==> src/pkg/cdp_defs.svh <==
// offsets, field positions, masks and reset values of the cache debug block
// Contract
// RULE_01: secure and non-secure accesses may both read both control registers.
// RULE_02: non-secure writes get an error answer and change nothing.
// RULE_03: debug bit 2 shows the synchronised debug input; bits 31:3 read zero.
// RULE_04: debug bit 1 forces write-through when set; zero keeps write-back.
// RULE_05: forced write-through makes cacheable writes write-through, no allocate.
// RULE_06: forced write-through never cleans dirty lines on a write.
// RULE_07: forced write-through never marks a clean line dirty.
// RULE_08: forced write-through write to dirty line updates line and memory.
// RULE_09: debug bit 0 set stops every allocation on reads and writes.
// RULE_10: linefill disabled: hits from cache, cacheable misses read memory directly.
// RULE_11: the two debug bits win over forced allocate and exclusive mode.
// RULE_12: prefetch bit 30 picks eight-beat instead of four-beat miss bursts.
// RULE_13: prefetch bit 29 enables instruction prefetching, reset off.
// RULE_14: prefetch bit 28 enables data prefetching, reset off.
// RULE_15: prefetch bit 27 set disables double linefill for wrapping reads.
// RULE_16: prefetch bit 26 reads zero with speculative reads built, else one.
// RULE_17: prefetch bit 24 set drops prefetches that conflict with explicit reads.
// RULE_18: prefetch bit 23 set allows incrementing eight-beat miss bursts.
// RULE_19: prefetch bit 21 set gives exclusive read and write different IDs.
// RULE_20: software writes only offsets 0 to 7, 15, 23 or 31.
// RULE_21: software keeps reserved prefetch bits by read-modify-write.
// RULE_22: prefetch enables also in aux register; prefetch register always writable.
// RULE_23: new settings apply to transactions accepted after the write.
`ifndef CDP_DEFS_SVH
`define CDP_DEFS_SVH
`define CDP_OFS_DBG     8'h00
`define CDP_OFS_PF      8'h04
`define CDP_OFS_AUX     8'h08
`define CDP_DBG_LFD     0
`define CDP_DBG_FWT     1
`define CDP_DBG_SPN     2
`define CDP_PF_DLF      30
`define CDP_PF_IPF      29
`define CDP_PF_DPF      28
`define CDP_PF_WRD      27
`define CDP_PF_SPEC     26
`define CDP_PF_DROP     24
`define CDP_PF_INCR     23
`define CDP_PF_NSID     21
`define CDP_PF_OFS_MSB  4
`define CDP_DBG_WMASK   32'h0000_0003
`define CDP_PF_WMASK    32'h79A0_001F
`define CDP_AUX_WMASK   32'h3000_0000
`define CDP_RST_WORD    32'h0000_0000
`endif

==> src/pkg/cdp_pkg.sv <==
// types shared by the cache debug and prefetch control block
`default_nettype none
package cdp_pkg;
  // bus answer state
  typedef enum logic { CDP_IDLE, CDP_ANSWER } cdp_bus_st_t;
  // transaction attributes presented by the cache datapath
  typedef struct packed {
    logic cacheable;
    logic write;
    logic wback;
    logic hit;
    logic dirty;
    logic wr_alloc;
    logic force_wa;
    logic excl_cfg;
    logic wrap;
    logic prefetch;
    logic conflict;
    logic excl_nc;
  } cdp_txn_t;
  // policy decided for one accepted transaction
  typedef struct packed {
    logic       allocate;
    logic       write_through;
    logic       set_dirty;
    logic       write_line;
    logic       write_mem;
    logic       mem_direct;
    logic       burst8;
    logic       incr8;
    logic       drop;
    logic       diff_id;
    logic       ipf_en;
    logic       dpf_en;
    logic [4:0] pf_offset;
  } cdp_dec_t;
endpackage : cdp_pkg
`default_nettype wire

==> src/rtl/cdp_sync.sv <==
// two-stage synchroniser for a pin input
`timescale 1ns/1ns
`default_nettype none
module cdp_sync (
  input  wire logic clk_i,
  input  wire logic rst_i,
  input  wire logic async_i,
  output logic      sync_o
);
  logic meta_ff;

  // first stage feeds only the second
  always_ff @(posedge clk_i) begin
    if (rst_i) begin
      meta_ff <= 1'b0;
      sync_o  <= 1'b0;
    end else begin
      meta_ff <= async_i;
      sync_o  <= meta_ff;
    end
  end
endmodule : cdp_sync
`default_nettype wire

==> src/rtl/cdp_lane_merge.sv <==
// byte-lane merge of a bus write into a register word under a field mask
`timescale 1ns/1ns
`default_nettype none
module cdp_lane_merge #(
  parameter int LANES = 4
) (
  input  wire logic [8*LANES-1:0] old_i,
  input  wire logic [8*LANES-1:0] wdata_i,
  input  wire logic [8*LANES-1:0] mask_i,
  input  wire logic [LANES-1:0]   sel_i,
  output logic      [8*LANES-1:0] new_o
);
  // one lane per byte select; unselected lanes and masked bits keep old value
  for (genvar g = 0; g < LANES; g++) begin : g_lane
    logic [7:0] m;
    assign m = sel_i[g] ? mask_i[8*g +: 8] : 8'h00;
    assign new_o[8*g +: 8] = (wdata_i[8*g +: 8] & m) | (old_i[8*g +: 8] & ~m);
  end
endmodule : cdp_lane_merge
`default_nettype wire

==> src/rtl/cdp_top.sv <==
// cache debug and prefetch control registers with policy steering
`timescale 1ns/1ns
`default_nettype none
`include "cdp_defs.svh"
module cdp_top #(
  parameter int       AW         = 8,
  parameter bit       SPEC_READ  = 1'b0
) (
  input  wire logic            clk_i,
  input  wire logic            rst_i,
  input  wire logic            wb_cyc_i,
  input  wire logic            wb_stb_i,
  input  wire logic            wb_we_i,
  input  wire logic [AW-1:0]   wb_adr_i,
  input  wire logic [3:0]      wb_sel_i,
  input  wire logic [31:0]     wb_dat_i,
  input  wire logic            wb_secure_i,
  output logic      [31:0]     wb_dat_o,
  output logic                 wb_ack_o,
  output logic                 wb_err_o,
  input  wire logic            spn_debug_i,
  input  wire logic            cache_enable_i,
  input  wire logic            txn_valid_i,
  input  wire cdp_pkg::cdp_txn_t txn_i,
  output logic                 dec_valid_o,
  output cdp_pkg::cdp_dec_t    dec_o,
  output logic                 force_wt_o,
  output logic                 linefill_off_o
);

  ////////////////////////////////////////////////////////////////////////
  // register state and bus decode

  cdp_pkg::cdp_bus_st_t st_ff;
  logic [31:0] pf_ff;
  logic        spn_sync;
  logic        req;
  logic        hit_dbg;
  logic        hit_pf;
  logic        hit_aux;
  logic        mapped;
  logic        wr_ok;
  logic [31:0] nxt_dbg;
  logic [31:0] nxt_pf;
  logic [31:0] nxt_aux;
  logic [31:0] rd_word;
  logic [31:0] dbg_word;
  logic [31:0] pf_word;
  logic [31:0] aux_word;

  // debug pin crosses in through two flops
  cdp_sync u_sync (
    .clk_i   (clk_i),
    .rst_i   (rst_i),
    .async_i (spn_debug_i),
    .sync_o  (spn_sync)
  );

  // request seen only while idle, so each bus cycle is answered once
  assign req     = wb_cyc_i && wb_stb_i && (st_ff == cdp_pkg::CDP_IDLE);
  assign hit_dbg = (wb_adr_i == `CDP_OFS_DBG);
  assign hit_pf  = (wb_adr_i == `CDP_OFS_PF);
  assign hit_aux = (wb_adr_i == `CDP_OFS_AUX);
  assign mapped  = hit_dbg || hit_pf || hit_aux;
  // only secure masters may change the settings
  assign wr_ok   = req && wb_we_i && mapped && wb_secure_i; // RULE_02

  ////////////////////////////////////////////////////////////////////////
  // read views

  // live debug input in bit 2, zero above
  always_comb begin
    dbg_word = `CDP_RST_WORD; // RULE_03
    dbg_word[`CDP_DBG_LFD] = linefill_off_o;
    dbg_word[`CDP_DBG_FWT] = force_wt_o;
    dbg_word[`CDP_DBG_SPN] = spn_sync; // RULE_03
  end

  // prefetch view: stored fields plus the build-option bit
  always_comb begin
    pf_word = pf_ff & `CDP_PF_WMASK;
    pf_word[`CDP_PF_SPEC] = ~SPEC_READ; // RULE_16
  end

  // aux view carries only the aliased prefetch enables
  assign aux_word = pf_ff & `CDP_AUX_WMASK; // RULE_22

  // read data select; both security states may read
  always_comb begin
    case (1'b1)
      hit_dbg: rd_word = dbg_word; // RULE_01
      hit_pf:  rd_word = pf_word;  // RULE_01
      hit_aux: rd_word = aux_word;
      default: rd_word = `CDP_RST_WORD;
    endcase
  end

  ////////////////////////////////////////////////////////////////////////
  // write merge under byte selects and field masks

  cdp_lane_merge u_mrg_dbg (
    .old_i   (dbg_word),
    .wdata_i (wb_dat_i),
    .mask_i  (`CDP_DBG_WMASK),
    .sel_i   (wb_sel_i),
    .new_o   (nxt_dbg)
  );

  // reserved bits are not stored, so a careless write cannot corrupt them
  cdp_lane_merge u_mrg_pf (
    .old_i   (pf_ff),
    .wdata_i (wb_dat_i),
    .mask_i  (`CDP_PF_WMASK),
    .sel_i   (wb_sel_i),
    .new_o   (nxt_pf)
  );

  cdp_lane_merge u_mrg_aux (
    .old_i   (pf_ff),
    .wdata_i (wb_dat_i),
    .mask_i  (`CDP_AUX_WMASK),
    .sel_i   (wb_sel_i),
    .new_o   (nxt_aux)
  );

  ////////////////////////////////////////////////////////////////////////
  // debug control bits

  // write policy and linefill switch, secure writes only
  always_ff @(posedge clk_i) begin
    if (rst_i) begin
      force_wt_o     <= 1'b0;
      linefill_off_o <= 1'b0;
    end else if (wr_ok && hit_dbg) begin
      force_wt_o     <= nxt_dbg[`CDP_DBG_FWT]; // RULE_04
      linefill_off_o <= nxt_dbg[`CDP_DBG_LFD]; // RULE_09
    end
  end

  ////////////////////////////////////////////////////////////////////////
  // prefetch policy bits

  // prefetch register writable at any time; aux copy only with cache off
  always_ff @(posedge clk_i) begin
    if (rst_i) begin
      pf_ff <= `CDP_RST_WORD;
    end else if (wr_ok && hit_pf) begin
      pf_ff <= nxt_pf; // RULE_22
    end else if (wr_ok && hit_aux && !cache_enable_i) begin
      pf_ff <= nxt_aux; // RULE_22
    end
  end

  ////////////////////////////////////////////////////////////////////////
  // bus answer

  // one-cycle answer, dropped in the following cycle
  always_ff @(posedge clk_i) begin
    if (rst_i) begin
      st_ff    <= cdp_pkg::CDP_IDLE;
      wb_ack_o <= 1'b0;
      wb_err_o <= 1'b0;
      wb_dat_o <= `CDP_RST_WORD;
    end else begin
      case (st_ff)
        cdp_pkg::CDP_IDLE: begin
          if (req) begin
            st_ff    <= cdp_pkg::CDP_ANSWER;
            wb_ack_o <= mapped && (!wb_we_i || wb_secure_i); // RULE_01
            wb_err_o <= !mapped || (wb_we_i && !wb_secure_i); // RULE_02
            wb_dat_o <= wb_we_i ? `CDP_RST_WORD : rd_word;
          end
        end
        cdp_pkg::CDP_ANSWER: begin
          st_ff    <= cdp_pkg::CDP_IDLE;
          wb_ack_o <= 1'b0;
          wb_err_o <= 1'b0;
        end
        default: begin
          st_ff    <= cdp_pkg::CDP_IDLE;
          wb_ack_o <= 1'b0;
          wb_err_o <= 1'b0;
        end
      endcase
    end
  end

  ////////////////////////////////////////////////////////////////////////
  // policy steering for accepted transactions

  cdp_pkg::cdp_dec_t nxt_dec;
  logic fwt;
  logic lfd;
  logic miss;

  assign fwt  = force_wt_o;
  assign lfd  = linefill_off_o;
  assign miss = txn_i.cacheable && !txn_i.hit;

  // settings seen in the accept cycle are frozen into the decision
  always_comb begin
    nxt_dec = '0;
    // forced write-through beats the access attribute
    nxt_dec.write_through = txn_i.write && txn_i.cacheable &&
                            (fwt || !txn_i.wback); // RULE_05
    // debug bits win over forced allocate and exclusive mode
    nxt_dec.allocate = miss && !lfd && !(fwt && txn_i.write) &&
                       (!txn_i.write || txn_i.wr_alloc ||
                        txn_i.force_wa); // RULE_09 RULE_11
    // never dirty under forced write-through; dirty lines keep state
    nxt_dec.set_dirty = txn_i.write && txn_i.cacheable && txn_i.hit &&
                        !nxt_dec.write_through; // RULE_06 RULE_07
    nxt_dec.write_line = txn_i.write && txn_i.cacheable &&
                         (txn_i.hit || nxt_dec.allocate); // RULE_08
    nxt_dec.write_mem = txn_i.write && (!txn_i.cacheable ||
                        nxt_dec.write_through ||
                        !nxt_dec.write_line); // RULE_08
    // misses without allocation go straight to memory
    nxt_dec.mem_direct = !txn_i.write && miss &&
                         !nxt_dec.allocate; // RULE_10
    nxt_dec.burst8 = !txn_i.write && nxt_dec.allocate &&
                     pf_ff[`CDP_PF_DLF] &&
                     !(txn_i.wrap && pf_ff[`CDP_PF_WRD]); // RULE_12 RULE_15
    nxt_dec.incr8 = nxt_dec.burst8 && !txn_i.wrap &&
                    pf_ff[`CDP_PF_INCR]; // RULE_18
    nxt_dec.drop = txn_i.prefetch && txn_i.conflict &&
                   pf_ff[`CDP_PF_DROP]; // RULE_17
    nxt_dec.diff_id = txn_i.excl_nc && pf_ff[`CDP_PF_NSID]; // RULE_19
    nxt_dec.ipf_en = pf_ff[`CDP_PF_IPF]; // RULE_13
    nxt_dec.dpf_en = pf_ff[`CDP_PF_DPF]; // RULE_14
    nxt_dec.pf_offset = pf_ff[`CDP_PF_OFS_MSB:0]; // RULE_20
  end

  // decision register, loaded only when a transaction is accepted
  always_ff @(posedge clk_i) begin
    if (rst_i) begin
      dec_valid_o <= 1'b0;
      dec_o       <= '0;
    end else begin
      dec_valid_o <= txn_valid_i;
      if (txn_valid_i) begin
        dec_o <= nxt_dec; // RULE_23
      end
    end
  end
endmodule : cdp_top
`default_nettype wire

==> config.mk <==
export PLATFORM = sky130hd
export DESIGN_NAME = cdp_top
export DESIGN_NICKNAME = d
export VERILOG_FILES = /design/src/pkg/cdp_pkg.sv /design/src/rtl/cdp_sync.sv /design/src/rtl/cdp_lane_merge.sv /design/src/rtl/cdp_top.sv
export VERILOG_INCLUDE_DIRS = /design/src /design/src/pkg
export SDC_FILE = /design/constraint.sdc
export NUM_CORES = 1
export LEC_CHECK = 0
export ABC_CLOCK_PERIOD_IN_PS = 5200
export BUFFER_PORTS_ARGS = -buffer_cell sky130_fd_sc_hd__buf_4
export CAP_MARGIN = 0
export CORE_MARGIN = 2
export CORE_UTILIZATION = 29
export CTS_CLUSTER_DIAMETER = 50
export DETAILED_ROUTE_END_ITERATION = 7
export GPL_TIMING_DRIVEN = 0
export MAX_ROUTING_LAYER = met4
export SKIP_CTS_REPAIR_TIMING = 1
export SYNTH_ARGS = -nofsm -noshare
export SYNTH_HDL_FRONTEND = slang
export SYNTH_HIERARCHICAL = 1
export SYNTH_SLANG_ARGS = --single-unit
==> constraint.sdc <==
create_clock -name clk_i -period 5.2 [get_ports clk_i]
set_input_delay 0.52 -clock clk_i [delete_from_list [all_inputs] [get_ports clk_i]]
set_output_delay 0.52 -clock clk_i [all_outputs]
set_load 0.01 [all_outputs]
## Word level (Yosys, flattened, before mapping)

Cells that the tools add are included.

- Bits in registers: 81
- Output and inout port bits: 54
- Logic and storage cells: 126

- Equality and inequality tests: 3
- Muxes and demuxes: 17
- Bitwise gates (word level): 21
- Reduce and logical (&&, ||, !) cells: 61

Operator list:

| kind | number |
|---|---|
| two-way mux 32 bit | 3 |
| two-way mux 31 bit | 2 |
| AND 8 bit | 7 |
| logical AND 1 bit | 33 |
| inverter 8 bit | 4 |
| bitwise OR 8 bit | 4 |
| two-way mux 30 bit | 1 |
| logical NOT 1 bit | 15 |
| logical OR 1 bit | 10 |
| AND 8 x 5 -> 8 bit | 1 |
| equality test 8 x 3 -> 1 bit (second input constant) | 1 |
| equality test 8 x 4 -> 1 bit (second input constant) | 1 |
| logical NOT 8 bit | 1 |
| two-way mux 8 bit | 1 |
| two-way mux 7 bit | 1 |
| two-way mux 6 bit | 1 |
| case mux 1 bit (2 select lines) | 3 |
| two-way mux 5 bit | 1 |
| AND 2 bit | 2 |
| two-way mux 1 bit | 3 |
| two-way mux 2 bit | 1 |
| inequality test 2 bit (second input constant) | 1 |
| inverter 2 bit | 1 |
| bitwise OR 2 bit | 1 |
| other kinds (3) | 3 |

## Longest topological paths before layout

Gate-level depths: netlist of the first run.

- Depth after elaboration: 10
- Depth in mapped cells: 7
- Depth with buffers taken out: 4

## Hierarchy

Netlist of the first run, hierarchy kept.

Modules (own cells, without submodules):

| module | instances | cells each | area an instance (µm²) | sequential area each (µm²) |
|---|---|---|---|---|
| cdp_top | 1 | 329 | 3169.3 | 1361.3 |
| cdp_lane_merge | 3 | 68 | 645.6 | 0.0 |
| cdp_sync | 1 | 4 | 52.6 | 40.0 |

## Worst setup path after synthesis of the first run

OpenSTA, ideal clock, no wires.

- Path type: input-to-reg
- Start point: input wb_adr_i[1]
- End point: register pf_ff[0]
- Setup time: 0.086 ns
- Arrival time: 2.281 ns
- Required time: 5.114 ns
- Path slack: 2.834 ns
- Cell stages on the path: 7
- Buffers on the path: 3
- Cells stage by stage: or4_1 > buf_2 > or4_4 > buf_6 > buf_12 > mux2i_1 > a211oi_1

- Word-level cells in the longest chain between the ends: 7
- Elaborated cells between the ends (all ways): 9
- Classes of those cells: eq/ne: 2; mux: 1; reduce/logical: 6

Ends and longest elaborated chain:

| what | line | RTL |
|---|---|---|
| from (decl) | cdp_top.sv:14 | `input wire logic [AW-1:0] wb_adr_i,` |
| equality test 8 x 3 -> 1 bit (no line) or logical NOT 8 bit (tied branches) | - |  |
| logical OR 1 bit (2 in a row) | cdp_top.sv:64 | `assign mapped = hit_dbg \|\| hit_pf \|\| hit_aux;` |
| logical AND 1 bit (2 in a row) | cdp_top.sv:66 | `assign wr_ok = req && wb_we_i && mapped && wb_secure_i;` |
| logical AND 1 bit * | cdp_top.sv:147 | `end else if (wr_ok && hit_pf) begin` |
| two-way mux 32 bit | cdp_top.sv:147 |  |
| to (signal assigned) | cdp_top.sv:146 | `` pf_ff <= `CDP_RST_WORD; `` |
| to (signal assigned) | cdp_top.sv:148 | `pf_ff <= nxt_pf;` |
| to (signal assigned) | cdp_top.sv:150 | `pf_ff <= nxt_aux;` |
| to (decl) | cdp_top.sv:35 | `logic [31:0] pf_ff;` |

Mark *: on every way between the ends. The rest lies on a longest branch, timed or not.
A chain may end at the register's enable or synchronous reset.

## Worst setup path in the final report of the first run

Ends and elaborated chain as after synthesis.

==> impl_metrics.tcl, run 1 <==
set metrics [dict create \
    outcome "finished clean" \
    setup_viol 0 \
    seq_area_um2 1001 \
    dieWidth_um 104.0 \
    fmax_mhz 446.1 \
    clkLatencyLatePin_ns 0.31 \
    grt_max_degree 18 \
    cts_buffers 5 \
    layout.nets 494 \
    gr-usage-met1 0.1608 \
    peakVddDrop_mv 0.1206 \
    skew_ns 0.01366 \
    grt_remaining_overflow 0 \
    final_max_slew_viol_count 0 \
    cts_tree "done" \
    ant_nets 0 \
    tns_ns 0 \
    totalWireLength_um 7314 \
    clockBufferDepth 2 \
    path_max_fanout 8 \
    area.growth.synth_to_final_pct 33.95 \
    start_kind "input port" \
    critical_path_buf_inv_count 4 \
    crit_family "simple AND/OR/NAND/NOR gates" \
    core_area_um2 9729 \
    fillers 1027 \
    boundaryPins 119 \
    antenna_found_initial 0 \
    cts.sinks 50 \
    start_util 0.2981 \
    fin_crit_sh 0.4311 \
    gp_congestion 0.7877 \
    slowest_stage "or4_4" \
    gr-usage-met3 0.02882 \
    crit_chain "buf_4 -> or4_1 -> buf_2 -> or4_4 -> buf_6 -> buf_12 -> mux2i_1 -> a211oi_1" \
    grt_pass1_vias 2418 \
    cp.arrival_ns 2.47 \
    vias_per_cell 4.387 \
    rsz0062_at_grt "no" \
    diodes 0 \
    ys_warn_count 6 \
    clock-root-buffer "clkbuf_8" \
    grt_use_met2 0.2439 \
    period_minus_slack_ns 2.242 \
    grt_usage 0.1388 \
    worst_pin_slew_ns 0.7682 \
    vias 2470 \
    die_area_um2 10820 \
    crit_type "in -> reg" \
    dr.pass1.iters 4 \
    final-hold-violation-count 0 \
    power.density_nw_per_um2 204.6 \
    dp.final_hpwl_um 5958 \
    syn_avg_cell_area_um2 9.447 \
    p_total_mw 0.7949 \
    grt_pass1_wl_um 11960 \
    hold_path_class "in -> reg" \
    wl_per_cell_um 12.99 \
    drc 0 \
    htreeDepth 2 \
    drv_cap 0 \
    layout-drive-gt1-share 0.3535 \
    end_kind "flip-flop" \
    layout_setup_ws_ns 2.958 \
    multiInputGateArea_um2 1673 \
    slew_headroom 0.4879 \
    syn_inst 307 \
    portBuffers 72 \
    busiest_layer "met2" \
    syn_area_um2 2900 \
    place_ws_ns 2.624 \
    p_leak_nw 1.845 \
    fp.dieH_um 104.0 \
    num_rows 36 \
    r2r_slack_ns 3.30 \
    slowest_delay_ns 0.52 \
    drtIter0Drc 59 \
    path_clk_slew_ns 0.10 \
    cp.required_ns 5.43 \
]
cell type report:
cell class,instances,share of cell area
flip-flops and latches,50,0.2576
clock inverters,3,0.01224
multi-input cells,250,0.4306
clock buffers,5,0.01771
well taps,133,0.04283
plain buffers,49,0.09887
repair buffers,72,0.1391
inverters,1,0.0009662
worst paths after layout:
kind	start	end	depth (start not counted)
worst min-delay path	rst_i	u_sync/meta_ff$_SDFF_PP0_	2
worst max register to register	st_ff$_SDFF_PP0_	pf_ff[0]$_SDFFE_PP0P_	6
worst min register to register	u_sync/meta_ff$_SDFF_PP0_	u_sync/sync_o$_SDFF_PP0_	1
worst max-delay path	wb_adr_i[1]	pf_ff[0]$_SDFFE_PP0P_	8
sequential cells by signal, summed over array words and instances (netlist names):
name,flops
dec_o,17
dec_valid_o,1
force_wt_o,1
linefill_off_o,1
pf_ff,12
st_ff,1
u_sync/meta_ff,1
u_sync/sync_o,1
wb_ack_o,1
wb_dat_o,13
wb_err_o,1
cells in the final DEF (no fill, tap or decap), types with 2 or more instances in the layout:
cell / count
buf_4: 91
dfxtp_1: 50
conb_1: 45
nand2_1: 35
a21oi_1: 27
mux2_4: 26
nor2_1: 23
mux2i_1: 20
a211oi_1: 12
clkbuf_1: 9
buf_6: 8
nand2b_1: 8
a22oi_1: 7
buf_2: 6
nor2b_1: 6
clkbuf_8: 5
buf_1: 4
nand3_1: 4
a32oi_1: 3
nand4_1: 3
or4_1: 2
nand4b_1: 2
buf_12: 2
or2_2: 2
a22o_1: 2
or3b_2: 2
nor4_1: 2
o21ai_0: 2
o21bai_1: 2
inv_6: 2
worst reg2reg max path, stage by stage (launching register included):
cell and delay [ns]:
dfxtp_1 0.32, nand3b_2 0.33, or4_4 0.54, buf_6 0.15, buf_12 0.14, mux2i_1 0.12, a211oi_1 0.23
layer usage:
layer	routed length, um	up-vias
met5	0	-
met4	101	0
met3	336	9
met2	3560	62
met1	3315	1145
li1	-	1254
stage by stage:
step | util | instances | area, um2 | hold slack [ns]
CTS | 0.3993 | 563 | 3885 | 0.4142
finish | 0.3993 | 563 | 3885 | 0.4195
global placement | 0.3873 | 555 | 3769 | 0.4545
detailed placement | 0.3873 | 555 | 3769 | 0.4394
global route | 0.3993 | 563 | 3885 | 0.4186
floorplan | - | 350 | 3062 | 0.4138
where the power goes:
group	internal [mW]	switching, mW
registers	0.386	0.00155
logic	0.0670	0.0560
clock network	0.147	0.138
(Power assumes the default switching activity.)
==> run 2: changes to the inputs <==
ABC_AREA = 1   (was not set)
ABC_CLOCK_PERIOD_IN_PS = 1800   (was 5200)
clock period = 1.8 ns   (was 5.2 ns; I/O delays follow)
==> run 2 against run 1 <==
Non-clock buffer count is 5 higher. Sequential power grew to 2.9 times the previous value. Sequential share of layout area shrank 2.2 points. Die area is 8.5% higher. Critical path depth down 1. Setup slack worse by 2.7 ns. Largest cell class unchanged. Combinational power grew to 3.3 times the previous value. Clock-buffer cell count rose by 1. Global-route usage is 1.1 points higher. Register-to-register slack got worse by 3.0 ns.
==> impl_metrics.tcl, run 2 <==
set metrics [dict create \
    fmax_mhz 658.1 \
    final_max_slew_viol_count 0 \
    drv_cap 0 \
    drtIter0Drc 114 \
    path_max_fanout 8 \
    cts.sinks 50 \
    gp_congestion 0.8145 \
    p_leak_nw 2.184 \
    dp.final_hpwl_um 6800 \
    clkLatencyLatePin_ns 0.30 \
    wl_per_cell_um 10.87 \
    fp.dieH_um 108.4 \
    worst_pin_slew_ns 0.5255 \
    start_kind "flip-flop" \
    grt_usage 0.1502 \
    vias_per_cell 4.070 \
    regMostFlops "dec_o" \
    syn_area_um2 3158 \
    ys_warn_count 6 \
    drc 0 \
    slowest_stage "dfxtp_1" \
    die_area_um2 11740 \
    vias 3179 \
    layout-drive-gt1-share 0.2200 \
    clock-root-buffer "clkbuf_8" \
    mostFrequentLayoutCell "nand2_1" \
    core_area_um2 10750 \
    crit_chain "inv_1 -> nand2_1 -> nor2_2 -> inv_2 -> nor2_2 -> nand2_1 -> a21oi_1" \
    dr.pass1.iters 6 \
    rsz0062_at_grt "no" \
    syn_avg_cell_area_um2 6.432 \
    layout.nets 705 \
    cp.arrival_ns 1.75 \
    antenna_found_initial 0 \
    clockBufferDepth 2 \
    tns_ns 0 \
    totalWireLength_um 8487 \
    crit_family "simple AND/OR/NAND/NOR gates" \
    setup_viol 0 \
    cts_buffers 5 \
    htreeDepth 2 \
    num_rows 38 \
    portBuffers 73 \
    fin_crit_sh 0.8441 \
    outcome "finished clean" \
    crit_type "reg -> reg" \
    diodes 0 \
    grt_max_degree 16 \
    path_clk_slew_ns 0.10 \
    skew_ns 0.008984 \
    syn_inst 491 \
    period_minus_slack_ns 1.519 \
    power.density_nw_per_um2 551.8 \
    final_cell_mix "nand2_1, buf_4, conb_1, nor2_1, dfxtp_1" \
    end_kind "flip-flop" \
    grt_pass1_wl_um 13780 \
    reg_top3 "dec_o x17, wb_dat_o x13, pf_ff x12" \
    slew_headroom 0.6484 \
    cp.required_ns 2.03 \
    grt_pass1_vias 2932 \
    start_util 0.2939 \
    grt_remaining_overflow 0 \
    critical_path_buf_inv_count 2 \
    largest_reg_flops 17 \
    final-hold-violation-count 0 \
    slowest_delay_ns 0.34 \
    area.growth.synth_to_final_pct 34.59 \
    boundaryPins 119 \
    dieWidth_um 108.4 \
    p_total_mw 2.345 \
    hold_path_class "in -> reg" \
    peakVddDrop_mv 0.2983 \
    ant_nets 0 \
    cts_tree "done" \
]
-- run 2: cell count changes in the layout (fill, tap and decap cells not counted), moves of 20 or more --
cell / before / now
inv_1: 1 / 41
mux2_4: 26 / 0
nand2_1: 35 / 163
conb_1: 45 / 71
nand3_1: 4 / 40
mux2i_1: 20 / 0
nor2_1: 23 / 70
-- run 2: path summary, 6_finish.rpt --
check	slack, ns	start	cells after the start	end
min	0.04	rst_i	2	u_sync/meta_ff$_SDFF_PP0_
max reg2reg	0.28	st_ff$_SDFF_PP0_	7	wb_dat_o[27]$_SDFFE_PP0P_
max	0.28	st_ff$_SDFF_PP0_	7	wb_dat_o[27]$_SDFFE_PP0P_
min reg2reg	0.41	u_sync/meta_ff$_SDFF_PP0_	2	u_sync/sync_o$_SDFF_PP0_
-- run 2: cell type report --
cell class,instances,area [um2]
inverter,43,161.4
buffer,53,460.4
timing repair buffer,73,548.0
fill,1202,6495
sequential,50,1001
tap,140,175.2
multi-input combinational,414,1794
clock buffer,6,72.57
clock inverter,2,37.54
-- run 2: routing by layer --
layer | share of wire | vias to the layer above | GRT usage
met5 | 0 | - | -
met4 | 0.0038 | 0 | 0.02289
met3 | 0.046 | 2 | 0.01748
met2 | 0.47 | 77 | 0.2552
met1 | 0.48 | 1380 | 0.1963
li1 | - | 1720 | -
-- run 2: through the flow --
step                      setup slack [ns]  hold slack (ns)  cells  instance area [um2]  utilization
final                               0.2805          0.04052    781                 4250       0.3956
after detailed placement            0.2624           0.3645    773                 4140       0.3853
after CTS                           0.2760          0.03017    781                 4250       0.3956
after floorplan                     0.6063           0.2512    560                 3417            -
after global routing               0.09529          0.02658    781                 4250       0.3956
after global placement              0.3160           0.3584    773                 4140       0.3853
-- run 2: power breakdown --
| group | internal [mW] | switching (mW) | leakage [nW] |
|---|---|---|---|
| combinational | 0.195 | 0.207 | 1.73 |
| sequential | 1.13 | 0.00933 | 0.406 |
| clock | 0.416 | 0.394 | 0.0514 |
